`config.mk`:
```
export PLATFORM = sky130hd
export DESIGN_NAME = vpam_top
export DESIGN_NICKNAME = d
export VERILOG_FILES = /design/src/hdl/vpam_pkg.sv /design/src/hdl/vpam_plane_route.sv /design/src/hdl/vpam_top.sv
export SDC_FILE = /design/constraint.sdc
export NUM_CORES = 1
export LEC_CHECK = 0
export BUFFER_PORTS_ARGS = -buffer_cell sky130_fd_sc_hd__buf_2
export CAP_MARGIN = 20
export CORE_MARGIN = 1
export CORE_UTILIZATION = 56
export CTS_CLUSTER_SIZE = 24
export DETAILED_ROUTE_END_ITERATION = 12
export GPL_TIMING_DRIVEN = 0
export PLACE_DENSITY = 0.86
export SYNTH_ARGS = -nofsm -noshare
export SYNTH_HDL_FRONTEND = slang
export SYNTH_SLANG_ARGS = --single-unit
```
`constraint.sdc`:
```
create_clock -name mclk -period 13.35 [get_ports mclk]
set_input_delay 0 -clock mclk [delete_from_list [all_inputs] [get_ports mclk]]
set_output_delay 0 -clock mclk [all_outputs]
set_load 0.1 [all_outputs]
```
`src/hdl/vpam_pkg.sv`:
```
package vpam_pkg;

	// ---------------------------------------------------------------
	// i/o ports
	// ---------------------------------------------------------------
	localparam logic [15:0] VPAM_PORT_SEQ_INDEX = 16'h03C4;
	localparam logic [15:0] VPAM_PORT_SEQ_DATA  = 16'h03C5;
	localparam logic [15:0] VPAM_PORT_GFX_INDEX = 16'h03CE;
	localparam logic [15:0] VPAM_PORT_GFX_DATA  = 16'h03CF;

	// ---------------------------------------------------------------
	// sequencer and graphics indexes
	// ---------------------------------------------------------------
	localparam logic [2:0] VPAM_SEQ_PLANE_MASK = 3'h2;
	localparam logic [2:0] VPAM_SEQ_FONT       = 3'h3;
	localparam logic [2:0] VPAM_SEQ_MEM_MODE   = 3'h4;
	localparam logic [2:0] VPAM_SEQ_CHAR_HOLD  = 3'h7;
	localparam logic [4:0] VPAM_GFX_FILL_VAL   = 5'h00;
	localparam logic [4:0] VPAM_GFX_FILL_EN    = 5'h01;
	localparam logic [4:0] VPAM_GFX_ROTATE     = 5'h03;
	localparam logic [4:0] VPAM_GFX_MODE       = 5'h05;
	localparam logic [4:0] VPAM_GFX_BIT_MASK   = 5'h08;

	// ---------------------------------------------------------------
	// field layouts and reset values
	// ---------------------------------------------------------------
	localparam int          VPAM_MM_EXT_BIT   = 1;
	localparam int          VPAM_MM_ODDEV_BIT = 2;
	localparam int          VPAM_MM_CHAIN_BIT = 3;
	localparam logic [7:0]  VPAM_MM_WMASK     = 8'h0E;
	localparam logic [7:0]  VPAM_NIBBLE_WMASK = 8'h0F;
	localparam logic [7:0]  VPAM_FONT_WMASK   = 8'h3F;
	localparam logic [7:0]  VPAM_ROT_WMASK    = 8'h07;
	localparam logic [7:0]  VPAM_MODE_WMASK   = 8'h03;
	localparam logic [7:0]  VPAM_GFX_IDX_WMASK = 8'h1F;
	localparam logic [7:0]  VPAM_REG_RESET    = 8'h00;
	localparam logic [7:0]  VPAM_BITMASK_RESET = 8'hFF;
	localparam logic [7:0]  VPAM_ALL_BITS     = 8'hFF;

	// ---------------------------------------------------------------
	// write modes and memory extent
	// ---------------------------------------------------------------
	localparam logic [1:0]  VPAM_WMODE_0 = 2'h0;
	localparam logic [1:0]  VPAM_WMODE_3 = 2'h3;
	localparam int          VPAM_HOST_AW  = 18;
	localparam int          VPAM_PLANE_AW = 16;

	// ---------------------------------------------------------------
	// carriers
	// ---------------------------------------------------------------
	typedef struct packed {
		logic                    req;
		logic                    we;
		logic                    paged;
		logic [VPAM_HOST_AW-1:0] addr;
		logic [7:0]              wdata;
	} vpam_host_mem_t;

	typedef struct packed {
		logic                     req;
		logic                     we;
		logic [3:0]               plane_en;
		logic [VPAM_PLANE_AW-1:0] addr;
		logic [7:0]               bit_mask;
		logic [31:0]              wdata;
	} vpam_plane_req_t;

	typedef struct packed {
		logic [3:0]               plane_en;
		logic [1:0]               read_plane;
		logic [VPAM_PLANE_AW-1:0] addr;
		logic                     blocked;
	} vpam_route_t;

endpackage : vpam_pkg

```
`src/hdl/vpam_plane_route.sv`:
```
`timescale 1ns/1ns
module vpam_plane_route
	import vpam_pkg::*;
(
	// host access
	input  wire logic [VPAM_HOST_AW-1:0] addr,
	input  wire logic                    paged,
	// mode bits
	input  wire logic [7:0]              mem_mode,
	input  wire logic [3:0]              plane_write_mask,
	// result
	output vpam_pkg::vpam_route_t        route
);
	import vpam_pkg::*;

	logic chain;
	logic odd_even;

	assign chain    = mem_mode[VPAM_MM_CHAIN_BIT];
	// alternating planes only for non-paged accesses without chain
	assign odd_even = !chain && !mem_mode[VPAM_MM_ODDEV_BIT] && !paged;

	always_comb begin
		route.blocked = !mem_mode[VPAM_MM_EXT_BIT]
			&& (addr[VPAM_HOST_AW-1:VPAM_PLANE_AW] != '0);
		if (chain) begin
			route.read_plane = addr[1:0];
			route.plane_en   = (4'h1 << addr[1:0]) & plane_write_mask;
			route.addr       = addr[VPAM_PLANE_AW+1:2];
		end else if (odd_even) begin
			route.read_plane = {1'b0, addr[0]};
			route.plane_en   = (addr[0] ? 4'hA : 4'h5)
				& plane_write_mask;
			route.addr       = addr[VPAM_PLANE_AW:1];
		end else begin
			route.read_plane = 2'h0;
			route.plane_en   = plane_write_mask;
			route.addr       = addr[VPAM_PLANE_AW-1:0];
		end
	end

endmodule : vpam_plane_route

```
`src/hdl/vpam_top.sv`:
```
`timescale 1ns/1ns
module vpam_top
	import vpam_pkg::*;
(
	// clock and reset
	input  wire logic            mclk,
	input  wire logic            nrst,
	// host i/o port
	input  wire logic            io_req,
	input  wire logic            io_we,
	input  wire logic [15:0]     io_addr,
	input  wire logic [7:0]      io_wdata,
	output logic [7:0]           io_rdata,
	output logic                 io_rvalid,
	// host memory access
	input  vpam_pkg::vpam_host_mem_t host_mem,
	output logic [7:0]           mem_rdata,
	output logic                 mem_rvalid,
	output logic                 mem_blocked,
	// plane memory
	output vpam_pkg::vpam_plane_req_t plane_req,
	input  wire logic [31:0]     plane_rdata,
	// font selection to the character generator
	output logic [5:0]           font_select_eff
);
	import vpam_pkg::*;

	// ---------------------------------------------------------------
	// reset release
	// ---------------------------------------------------------------
	logic       rst_meta;
	logic       rst_n;

	always_ff @(posedge mclk or negedge nrst) begin
		if (!nrst) begin
			rst_meta <= 1'b0;
			rst_n    <= 1'b0;
		end else begin
			rst_meta <= 1'b1;
			rst_n    <= rst_meta;
		end
	end

	// ---------------------------------------------------------------
	// registers
	// ---------------------------------------------------------------
	logic [2:0] sequencer_index_select;
	logic [7:0] plane_write_mask;
	logic [7:0] font_select;
	logic [7:0] memory_mapping_mode;
	logic [7:0] char_counter_hold;
	logic [7:0] graphics_index_select;
	logic [7:0] plane_fill_value;
	logic [7:0] plane_fill_enable;
	logic [7:0] rotate_count;
	logic [7:0] graph_mode_control;
	logic [7:0] pixel_bit_mask;

	logic seq_wr;
	logic gfx_wr;
	assign seq_wr = io_req && io_we && (io_addr == VPAM_PORT_SEQ_DATA);
	assign gfx_wr = io_req && io_we && (io_addr == VPAM_PORT_GFX_DATA);

	function automatic logic [7:0] rotr(input logic [7:0] d,
		input logic [2:0] n);
		logic [15:0] t;
		t = {d, d} >> n;
		return t[7:0];
	endfunction : rotr

	always_ff @(posedge mclk or negedge rst_n) begin
		if (!rst_n) begin
			sequencer_index_select <= '0;
			graphics_index_select  <= VPAM_REG_RESET;
		end else if (io_req && io_we) begin
			if (io_addr == VPAM_PORT_SEQ_INDEX)
				sequencer_index_select <= io_wdata[2:0];
			if (io_addr == VPAM_PORT_GFX_INDEX)
				graphics_index_select <= io_wdata & VPAM_GFX_IDX_WMASK;
		end
	end

	// sequencer data port; writes here never restart counters
	always_ff @(posedge mclk or negedge rst_n) begin
		if (!rst_n) begin
			plane_write_mask    <= VPAM_REG_RESET;
			font_select         <= VPAM_REG_RESET;
			memory_mapping_mode <= VPAM_REG_RESET;
			char_counter_hold   <= VPAM_REG_RESET;
		end else if (seq_wr) begin
			unique case (sequencer_index_select)
				VPAM_SEQ_PLANE_MASK: plane_write_mask <=
					io_wdata & VPAM_NIBBLE_WMASK;
				VPAM_SEQ_FONT: font_select <= io_wdata & VPAM_FONT_WMASK;
				VPAM_SEQ_MEM_MODE: memory_mapping_mode <=
					io_wdata & VPAM_MM_WMASK;
				VPAM_SEQ_CHAR_HOLD: char_counter_hold <= io_wdata;
				default: ;
			endcase
		end
	end

	always_ff @(posedge mclk or negedge rst_n) begin
		if (!rst_n) begin
			plane_fill_value   <= VPAM_REG_RESET;
			plane_fill_enable  <= VPAM_REG_RESET;
			rotate_count       <= VPAM_REG_RESET;
			graph_mode_control <= VPAM_REG_RESET;
			pixel_bit_mask     <= VPAM_BITMASK_RESET;
		end else if (gfx_wr) begin
			unique case (graphics_index_select[4:0])
				VPAM_GFX_FILL_VAL: plane_fill_value <=
					io_wdata & VPAM_NIBBLE_WMASK;
				VPAM_GFX_FILL_EN: plane_fill_enable <=
					io_wdata & VPAM_NIBBLE_WMASK;
				VPAM_GFX_ROTATE: rotate_count <= io_wdata & VPAM_ROT_WMASK;
				VPAM_GFX_MODE: graph_mode_control <=
					io_wdata & VPAM_MODE_WMASK;
				VPAM_GFX_BIT_MASK: pixel_bit_mask <= io_wdata;
				default: ;
			endcase
		end
	end

	// ---------------------------------------------------------------
	// register read back
	// ---------------------------------------------------------------
	logic [7:0] next_io_rdata;

	always_comb begin
		next_io_rdata = '0;
		unique case (io_addr)
			VPAM_PORT_SEQ_INDEX: next_io_rdata = {5'h00,
				sequencer_index_select};
			VPAM_PORT_SEQ_DATA: begin
				unique case (sequencer_index_select)
					VPAM_SEQ_PLANE_MASK: next_io_rdata = plane_write_mask;
					VPAM_SEQ_FONT: next_io_rdata = font_select;
					VPAM_SEQ_MEM_MODE: next_io_rdata = memory_mapping_mode;
					VPAM_SEQ_CHAR_HOLD: next_io_rdata = char_counter_hold;
					default: next_io_rdata = '0;
				endcase
			end
			VPAM_PORT_GFX_INDEX: next_io_rdata = graphics_index_select;
			VPAM_PORT_GFX_DATA: begin
				unique case (graphics_index_select[4:0])
					VPAM_GFX_FILL_VAL: next_io_rdata = plane_fill_value;
					VPAM_GFX_FILL_EN: next_io_rdata = plane_fill_enable;
					VPAM_GFX_ROTATE: next_io_rdata = rotate_count;
					VPAM_GFX_MODE: next_io_rdata = graph_mode_control;
					VPAM_GFX_BIT_MASK: next_io_rdata = pixel_bit_mask;
					default: next_io_rdata = '0;
				endcase
			end
			default: next_io_rdata = '0;
		endcase
	end

	always_ff @(posedge mclk or negedge rst_n) begin
		if (!rst_n) begin
			io_rdata  <= '0;
			io_rvalid <= 1'b0;
		end else begin
			io_rvalid <= io_req && !io_we;
			io_rdata  <= (io_req && !io_we) ? next_io_rdata : '0;
		end
	end

	// ---------------------------------------------------------------
	// font selection
	// ---------------------------------------------------------------
	always_ff @(posedge mclk or negedge rst_n) begin
		if (!rst_n)
			font_select_eff <= '0;
		else if (memory_mapping_mode[VPAM_MM_EXT_BIT])
			font_select_eff <= font_select[5:0];
		else
			font_select_eff <= '0;
	end

	// ---------------------------------------------------------------
	// frame buffer access
	// ---------------------------------------------------------------
	vpam_route_t route;

	vpam_plane_route u_route (
		.addr             (host_mem.addr),
		.paged            (host_mem.paged),
		.mem_mode         (memory_mapping_mode),
		.plane_write_mask (plane_write_mask[3:0]),
		.route            (route)
	);

	logic [31:0] next_wdata;
	logic [7:0]  next_mask;
	logic [1:0]  wmode;
	logic        go;

	assign wmode = graph_mode_control[1:0];
	assign go    = host_mem.req && !route.blocked;

	always_comb begin
		next_mask = VPAM_ALL_BITS;
		for (int p = 0; p < 4; p++) begin
			next_wdata[p*8 +: 8] = host_mem.wdata;
			if (wmode == VPAM_WMODE_0 && plane_fill_enable[p])
				next_wdata[p*8 +: 8] = {8{plane_fill_value[p]}};
			else if (wmode == VPAM_WMODE_3)
				next_wdata[p*8 +: 8] = {8{plane_fill_value[p]}};
		end
		if (wmode == VPAM_WMODE_0)
			next_mask = pixel_bit_mask;
		else if (wmode == VPAM_WMODE_3)
			next_mask = rotr(host_mem.wdata, rotate_count[2:0])
				& pixel_bit_mask;
	end

	logic       rd_pend;
	logic [1:0] rd_plane;

	always_ff @(posedge mclk or negedge rst_n) begin
		if (!rst_n) begin
			plane_req   <= '0;
			mem_blocked <= 1'b0;
			rd_pend     <= 1'b0;
			rd_plane    <= '0;
		end else begin
			plane_req.req      <= go;
			plane_req.we       <= go && host_mem.we;
			plane_req.plane_en <= (go && host_mem.we) ? route.plane_en
				: '0;
			plane_req.addr     <= route.addr;
			plane_req.bit_mask <= next_mask;
			plane_req.wdata    <= next_wdata;
			mem_blocked        <= host_mem.req && route.blocked;
			rd_pend            <= go && !host_mem.we;
			rd_plane           <= route.read_plane;
		end
	end

	// read data arrives one cycle after the plane request
	always_ff @(posedge mclk or negedge rst_n) begin
		if (!rst_n) begin
			mem_rdata  <= '0;
			mem_rvalid <= 1'b0;
		end else begin
			mem_rvalid <= rd_pend;
			mem_rdata  <= rd_pend ? plane_rdata[rd_plane*8 +: 8] : '0;
		end
	end

endmodule : vpam_top
```
# After elaboration in Yosys (flattened, before gate mapping)
# Cells that the tools add are included.
# Widths: inputs -> output; s select.
# word_totals
reg_bits,142
input_bits,89
output_inout_bits,87
word_cells,102
# classes
n_eq_ne,13
n_shift,3
muxes,20
bitwise,3
reduce_logical,36
# ops
cell,n
$mux 8,12
$eq 16x10->1 const B,4
$pmux 8 s4,2
$mux 22,2
$pmux 8 s5,1
$shiftx 32x6->8,1
$reduce_and 2->1,11
$shr 16x3->8,1
$logic_and 1x1->1,15
$and 4x4->4,2
$and 8x8->8,1
$mux 4,2
$logic_not 1->1,7
$eq 3x2->1 const B,2
$eq 3x3->1 const B,2
$mux 6,1
$eq 5x1->1 const B,1
$eq 5x2->1 const B,1
$eq 5x3->1 const B,1
$eq 5x4->1 const B,1
$logic_not 5->1,1
$shl 1x2->4 const A,1
$eq 2x2->1 const B,1
$logic_not 2->1,1
$reduce_bool 2->1,1

# Logic depth before layout (Yosys ltp)
# Gate-level depths: netlist (run 1).
# depth
ltp_word,6
mapped_depth,6
ltp_nobuf,5

# By module
# A second synthesis (run 1) with hierarchy kept.
# hier_totals
cells_unflattened,566
hier_area_um2,6658.9
# by_module_without_submodules
module,instances,cells_per_inst,area_each_um2,seq_area_each_um2
vpam_top,1,491,6083.3,3563.4
vpam_plane_route,1,75,575.6,0.0

# Worst setup path after synthesis (run 1)
# OpenSTA, ideal clock, no wires.
# synth_timing
path_type,flip-flop to flip-flop
start,register graphics_index_select[1]
end,register plane_fill_value[3]
setup_time_ps,125
t_arrival_ps,1658
required_ps,13225
setup_slack_ps,11567
stages_incl_launch_ff,4
path_buffers,0
synth_period_minus_slack_ps,1783
cell_sequence,dfrtp_1 > or4_1 > nor3_2 > mux2_2
# synth_between
elab_chain_len,2
# synth_rtl
item,line,rtl
"start, declared",vpam_top.sv:52,logic [7:0] graphics_index_select;
"start signal, assigned",vpam_top.sv:79,graphics_index_select <= io_wdata & VPAM_GFX_IDX_WMASK;
$logic_not 5->1,vpam_top.sv:111,unique case (graphics_index_select[4:0])
$reduce_and 2->1 (no line),n/a,
"end signal, assigned",vpam_top.sv:112,VPAM_GFX_FILL_VAL: plane_fill_value <=
"end, declared",vpam_top.sv:53,logic [7:0] plane_fill_value;
# No other way between the ends.
# A chain may end at the register's enable or synchronous reset.

==> impl_metrics.yaml, run 1 <==
cts:
  cts_hold_buffers: 49
  clock_latency_ns: 0.42
  clock_path_buffers: 2
  clkSinkCount: 142
  cts_made_buffers: 17
  htree_levels: 4
  cts_tree: "yes"
  cts_resized: 0
  postCtsSetupRepairBufs: 0
  cts_root_buf: "clkbuf_16"
  path_clk_slew_ns: 0.06
worst_setup_path:
  cp-startpoint: "memory_mapping_mode[3]$_DFFE_PN0P_"
  rrSetupSlack_ns: 10.59
  slowest_stage: "nor3_1"
  path_delay_family: "simple AND/OR/NAND/NOR gates"
  slowest_delay_ns: 0.73
  rr_startpoint: "memory_mapping_mode[3]$_DFFE_PN0P_"
  crit_buf_inv: 3
  crit_chain: "clkbuf_1 -> nor3_1 -> nor2_1 -> clkbuf_1 -> nand2_1 -> nand2_1 -> dlygate4sd3_1"
  start_kind: "register"
  crit_fanout: 10
  critPathKind: "reg2reg"
  arrival_ns: 3.06
  end_kind: "register"
  critPathRequiredTime_ns: 13.65
floorplan:
  fp.coreArea_um2: 10980
  fp.dieW_um: 109.0
  start_util: 0.5841
  rows: 38
  die_area_um2: 11890
  die_h_um: 109.0
  pin_count: 176
placed_design:
  io_buffers: 173
  hpwlAfterDp_um: 11430
  gp_congestion: 0.8932
run_status:
  status: "finished, final reports clean"
finish:
  finalNetCount: 876
  fin_util: 0.7781
  area_growth_pct: 33.22
  final_common_cell: "buf_2"
  antenna_cells: 0
  final_cell_mix: "buf_2 (174), dfrtp_1 (133), nand2_1 (90)"
  drive_gt1_frac: 0.3813
worst_hold_path:
  hold_path.class: "in2reg"
  hold_path_startpoint: "plane_rdata[24]"
yosys:
  async_flop_share: 1.000
  synth_edf_count: 0
  yosysWarnings: 0
  ys_seq_area_frac: 0.5555
  synth_fp_nets: 634
  avgSynthCellArea_um2: 11.77
  synthCells: 545
  synthesis.area_um2: 6415
  ys.flop_type: "dfrtp_1"
  ys_types: 51
  ys_seq_elements: 142
power_and_ir_drop:
  p_leak_uw: 0.004360
  vdd_drop_max_mv: 0.1181
  pwr_density_cell_nw_per_um2: 122.6
  finalPower_uw: 1048
route:
  wl_um: 18100
  vias: 5555
  antenna_left: 0
  avgRoutedWirePerCell_um: 19.26
  vias_per_cell: 5.910
  drtIter0Drc: 668
  dr.pass1.iters: 5
  drc: 0
global_routing:
  grt_usage: 0.3221
  grt_overflow: 0
  grt_max_degree: 80
  grt_pass1_wl_um: 28460
  antenna_found_initial: 0
  grt_pass1_vias: 5628
sta:
  clock_skew_ns: 0.008915
  fin_setup_tns_ns: 0
  worstMarginPinSlew_ns: 0.8507
  setup-violations-final: 0
  finalCriticalPeriod_ns: 2.759
  min_period_over_period: 0.2067
  hold_viol_final: 0
  max_slew_margin: 0.4285
  rsz0062_at_grt: "false"
  fmax_ghz: 0.3624
  timing.final.max_slew_violations: 0
  timing.hold.ws_ns: 0.007431
run:
  maxCapViolCount: 0
[where the power goes]
| group | switching [uW] | leakage (uW) | internal, uW | total [uW] |
|---|---|---|---|---|
| Combinational | 111 | 0.00226 | 38.8 | 150 |
| Sequential | 6.70 | 0.00183 | 441 | 447 |
| Clock | 185 | 0.000271 | 265 | 450 |
[Yosys cell counts (3+ instances only)]
library cell	n	area, um^2
a31oi_1	3	18.77
nor2b_1	6	37.54
nor2_1	38	142.6
a22oi_1	22	165.2
a21oi_1	13	65.06
dfrtp_1	134	3353
nand4_1	4	25.02
nor4_4	3	63.81
nand2_1	90	337.8
and3_1	6	37.54
buf_1	5	18.77
mux4_2	16	360.4
clkbuf_1	17	63.81
nand3_1	34	170.2
o22ai_1	5	31.28
o21ai_0	4	20.02
mux2_2	54	608.1
mux2i_1	8	80.08
and2_1	18	112.6
inv_1	9	33.78
dfstp_2	8	210.2
mux2_4	6	90.09
nor3_1	4	20.02
nor4_1	4	25.02
[sequential cells by signal, indices dropped and copies added, names as in the netlist]
register and count:
plane_req 62, char_counter_hold 8, io_rdata 8, mem_rdata 8
pixel_bit_mask 8, font_select 6, font_select_eff 6, graphics_index_select 5
plane_fill_enable 4, plane_fill_value 4, plane_write_mask 4, memory_mapping_mode 3
rotate_count 3, sequencer_index_select 3, graph_mode_control 2, rd_plane 2
io_rvalid 1, mem_blocked 1, mem_rvalid 1, rd_pend 1
rst_meta 1, rst_n 1
[path summary, 6_finish.rpt]
kind / end / depth (start not counted)
min reg2reg: rst_n$_DFF_PN0_ / 0
min: mem_rdata[0]$_DFF_PN0_ / 3
max: plane_req[54]$_DFF_PN0_ / 7
max reg2reg: plane_req[54]$_DFF_PN0_ / 7
max in group asynchronous: plane_req[31]$_DFF_PN0_ / 1
min in group asynchronous: font_select_eff[0]$_DFF_PN0_ / 0
[per-stage QoR]
stage          worst slack [ns]  instances  instance area [um^2]
3_5_place_dp              11.26        859                  7487
5_1_grt                   10.32        940                  8546
3_3_place_gp              7.967        858                  7456
2_1_floorplan             9.115        545                  6415
6_report                  10.59        940                  8546
4_1_cts                   10.71        940                  8546
[metal layers]
layer,track usage,part of all wire,vias to the layer above,wire [um]
met5,0,0,-,0
met4,0.1448,0.035,0,625
met3,0.07352,0.076,66,1376
met2,0.5467,0.50,350,8973
met1,0.3912,0.39,2705,7127
li1,-,-,2434,-
[cell families after synthesis]
family / Yosys count / share of synthesized area
AOI/OAI and AO/OA: 59 / 0.06359
xor gates and xnor gates: 1 / 0.001366
buffers and inverters: 34 / 0.02243
DFF: 142 / 0.5555
muxes: 84 / 0.1775
other: 1 / 0.0005846
and+or+nand+nor: 224 / 0.1791
[worst reg2reg max path: stages (launching register included)]
cell and delay [ns]:
dfrtp_1 0.35, clkbuf_1 0.17, nor3_1 0.73, nor2_1 0.30, clkbuf_1 0.30, nand2_1 0.13
nand2_1 0.08, dlygate4sd3_1 0.58
[cell type report]
type / count / area, um^2
clock inverter: 13 / 115.1
sequential: 142 / 3567
inverter: 9 / 33.78
multi-input combinational: 369 / 2708
clock buffer: 19 / 452.9
timing repair buffer: 223 / 1384
tap: 140 / 175.2
buffer: 25 / 110.1
fill: 680 / 2437
(Power assumes the default switching activity.)
==> inputs of run 2 (changes only) <==
--- a/config.mk
+++ b/config.mk
@@ -5,14 +5,15 @@
 export SDC_FILE = /design/constraint.sdc
 export NUM_CORES = 1
 export LEC_CHECK = 0
+export ABC_AREA = 1
 export BUFFER_PORTS_ARGS = -buffer_cell sky130_fd_sc_hd__buf_2
 export CAP_MARGIN = 20
 export CORE_MARGIN = 1
-export CORE_UTILIZATION = 56
+export CORE_UTILIZATION = 53
 export CTS_CLUSTER_SIZE = 24
 export DETAILED_ROUTE_END_ITERATION = 12
 export GPL_TIMING_DRIVEN = 0
-export PLACE_DENSITY = 0.86
+export PLACE_DENSITY = 0.82
 export SYNTH_ARGS = -nofsm -noshare
 export SYNTH_HDL_FRONTEND = slang
 export SYNTH_SLANG_ARGS = --single-unit
==> constraint.sdc (replaced) <==
create_clock -name mclk -period 2.8 [get_ports mclk]
set_input_delay 0 -clock mclk [delete_from_list [all_inputs] [get_ports mclk]]
set_output_delay 0 -clock mclk [all_outputs]
set_load 0.1 [all_outputs]
==> impl_metrics.yaml, run 2 <==
power_and_ir_drop:
  clock_power_share: 0.435
  vdd_drop_max_mv: 0.3784
  power.switching_uw: 1521
  comb_power_share: 0.144
  swShare: 0.3008
  p_seq_frac: 0.421
  p_leak_uw: 0.004632
  pwr_density_cell_nw_per_um2: 570.3
  intPower_uw: 3535
yosys:
  yosys.area.top_type: "dfrtp_1"
  ys.flop_type: "dfrtp_1"
  synth_top_family_by_area: "simple AND/OR/NAND/NOR gates"
  synth_common_cells: "nand2_1 (182), dfrtp_1 (134), o21ai_0 (75)"
  synth_edf_count: 0
  synthCells: 733
  avgSynthCellArea_um2: 8.827
  async_flop_share: 1.000
  synth_fa_ha_area_frac: 0
  yosysMostFrequentCell: "nand2_1"
  synthSimpleGateAreaFrac: 0.2495
  synthesis.area_um2: 6470
  synth_fp_nets: 822
  synth_xor_area_frac: 0
  yosysWarnings: 0
  synth_compound_area_frac: 0.1315
  synth.area.mux_share: 0.006188
  ys_types: 38
  synth_top_area_share: 0.5183
  ys_seq_elements: 142
  synthTopCellsByArea: "dfrtp_1 (52%), nand2_1 (11%), o21ai_0 (5.8%)"
  ys_seq_area_frac: 0.5508
sta:
  timing.final.max_slew_violations: 0
  timing.hold.ws_ns: 0.004292
  setup_ws_ns: 0.1527
  fmax_ghz: 0.3777
  min_period_over_period: 0.9455
  setup-violations-final: 0
  max_slew_margin: 0.5168
  finalCriticalPeriod_ns: 2.647
  rsz0062_at_grt: "false"
  worstMarginPinSlew_ns: 0.7249
  fin_setup_tns_ns: 0
  clock_skew_ns: 0.006679
  hold_viol_final: 0
worst_setup_path:
  rrSetupSlack_ns: 0.15
  start_kind: "register"
  crit_chain: "clkbuf_1 -> inv_2 -> clkbuf_1 -> o21ai_0 -> dlygate4sd3_1 -> a21oi_1 -> dlygate4sd3_1"
  ff2ff_path_depth: 7
  critPathKind: "reg2reg"
  rr_startpoint: "rd_plane[0]$_DFF_PN0_"
  r2r_end: "mem_rdata[7]$_DFF_PN0_"
  critPathRequiredTime_ns: 3.10
  crit_fanout: 10
  arrival_ns: 2.94
  end_kind: "register"
  slowest_stage: "dlygate4sd3_1"
  slowest_delay_ns: 0.61
cts:
  cts_resized: 0
  path_clk_slew_ns: 0.06
  clock_path_buffers: 2
  clock_latency_ns: 0.42
  cts_tree: "yes"
  cts_root_buf: "clkbuf_16"
  cts_hold_buffers: 72
  cts_made_buffers: 17
  clkSinkCount: 142
  postCtsSetupRepairBufs: 0
  htree_levels: 4
floorplan:
  rows: 39
  fp.coreArea_um2: 11660
  start_util: 0.5548
  fp.dieW_um: 112.5
  die_area_um2: 12650
  die_h_um: 112.5
  pin_count: 176
finish:
  final_common_cell: "nand2_1"
  regMostFlops: "plane_req"
  register_area_um2: 3567
  fin_util: 0.7602
  antenna_cells: 0
  drive_gt1_frac: 0.2899
  fillerInstances: 746
  finalNetCount: 1090
  area_growth_pct: 37.03
  multi_input_area_um2: 2509
  final_cells: 1157
  final_cell_mix: "nand2_1 (182), buf_2 (181), dfrtp_1 (133)"
  largest_reg_flops: 62
route:
  antenna_left: 0
  wl_um: 18190
  avgRoutedWirePerCell_um: 15.72
  drc: 0
  vias_per_cell: 5.351
  drtIter0Drc: 586
  vias: 6191
  dr.pass1.iters: 5
global_routing:
  antenna_found_initial: 0
  grt_usage: 0.3005
  grt_overflow: 0
  grt_pass1_wl_um: 29020
  grt_pass1_vias: 6016
  grt_max_degree: 56
placed_design:
  io_buffers: 175
  dp_worst_setup_slack_ns: 1.173
  gp_congestion: 0.8615
  placed_cells: 1053
  hpwlAfterDp_um: 11510
worst_hold_path:
  hold_path.class: "in2reg"
  hold_path_startpoint: "host_mem[7]"
  whs_path_depth: 3
  holdPathEnd: "plane_req[31]$_DFF_PN0_"
run:
  maxCapViolCount: 0
run_status:
  status: "finished, final reports clean"
## run 2: layer usage
metal	part of all wire	track usage	routed length, um	vias to the layer above
li1	-	-	-	2934
met1	0.39	0.3483	7157	2920
met2	0.51	0.5333	9310	280
met3	0.063	0.06695	1137	57
met4	0.032	0.1369	586	0
met5	0	0	0	-
## run 2: area by class of cell
cell class / instances / area share
Buffer: 18 / 0.01143
Sequential cell: 142 / 0.4023
Timing Repair Buffer: 249 / 0.1846
Tap cell: 143 / 0.02018
Clock buffer: 17 / 0.04798
Multi-Input combinational cell: 494 / 0.2830
Inverter: 79 / 0.03345
Clock inverter: 15 / 0.01708
## run 2: logic make-up after synthesis
| family | after synthesis |
|---|---|
| and+or+nand+nor | 345 |
| AOI/OAI and AO/OA | 144 |
| DFF | 142 |
| buffers and inverters | 97 |
| muxes | 4 |
| other | 1 |
## run 2: worst max-delay path by stage
stage / start / endpoint / cells past startpoint
2_1_floorplan: rst_n$_DFF_PN0_ / char_counter_hold[0]$_DFFE_PN0P_ / 0
3_3_place_gp: rst_n$_DFF_PN0_ / plane_req[49]$_DFF_PN0_ / 0
3_5_place_dp: graph_mode_control[1]$_DFFE_PN0P_ / plane_req[15]$_DFF_PN0_ / 5
4_1_cts: rd_plane[0]$_DFF_PN0_ / mem_rdata[6]$_DFF_PN0_ / 7
5_1_grt: rd_plane[0]$_DFF_PN0_ / mem_rdata[6]$_DFF_PN0_ / 7
6_report: rd_plane[0]$_DFF_PN0_ / mem_rdata[7]$_DFF_PN0_ / 7
## run 2: power by group through the flow
stage                     combinational (uW)  clock, uW  sequential (uW)
after floorplan                          106          0             2530
after global placement                   605          0             2190
after detailed placement                 639          0             2170
after CTS                                713       2200             2130
after global routing                     760       2300             2140
final                                    729       2200             2130
## run 2: metrics by stage
stage,total power [uW],cell area [um^2]
3_5_place_dp,2805,7569
4_1_cts,5044,8866
2_1_floorplan,2631,6471
6_report,5057,8866
3_3_place_gp,2792,7526
5_1_grt,5196,8866
## run 2: critical path: cells and delay by family, from the launching register on
kind	cells	cell delay (ns)
AOI/OAI and AO/OA	2	0.30
DFF	1	0.33
buffers and inverters	5	1.90
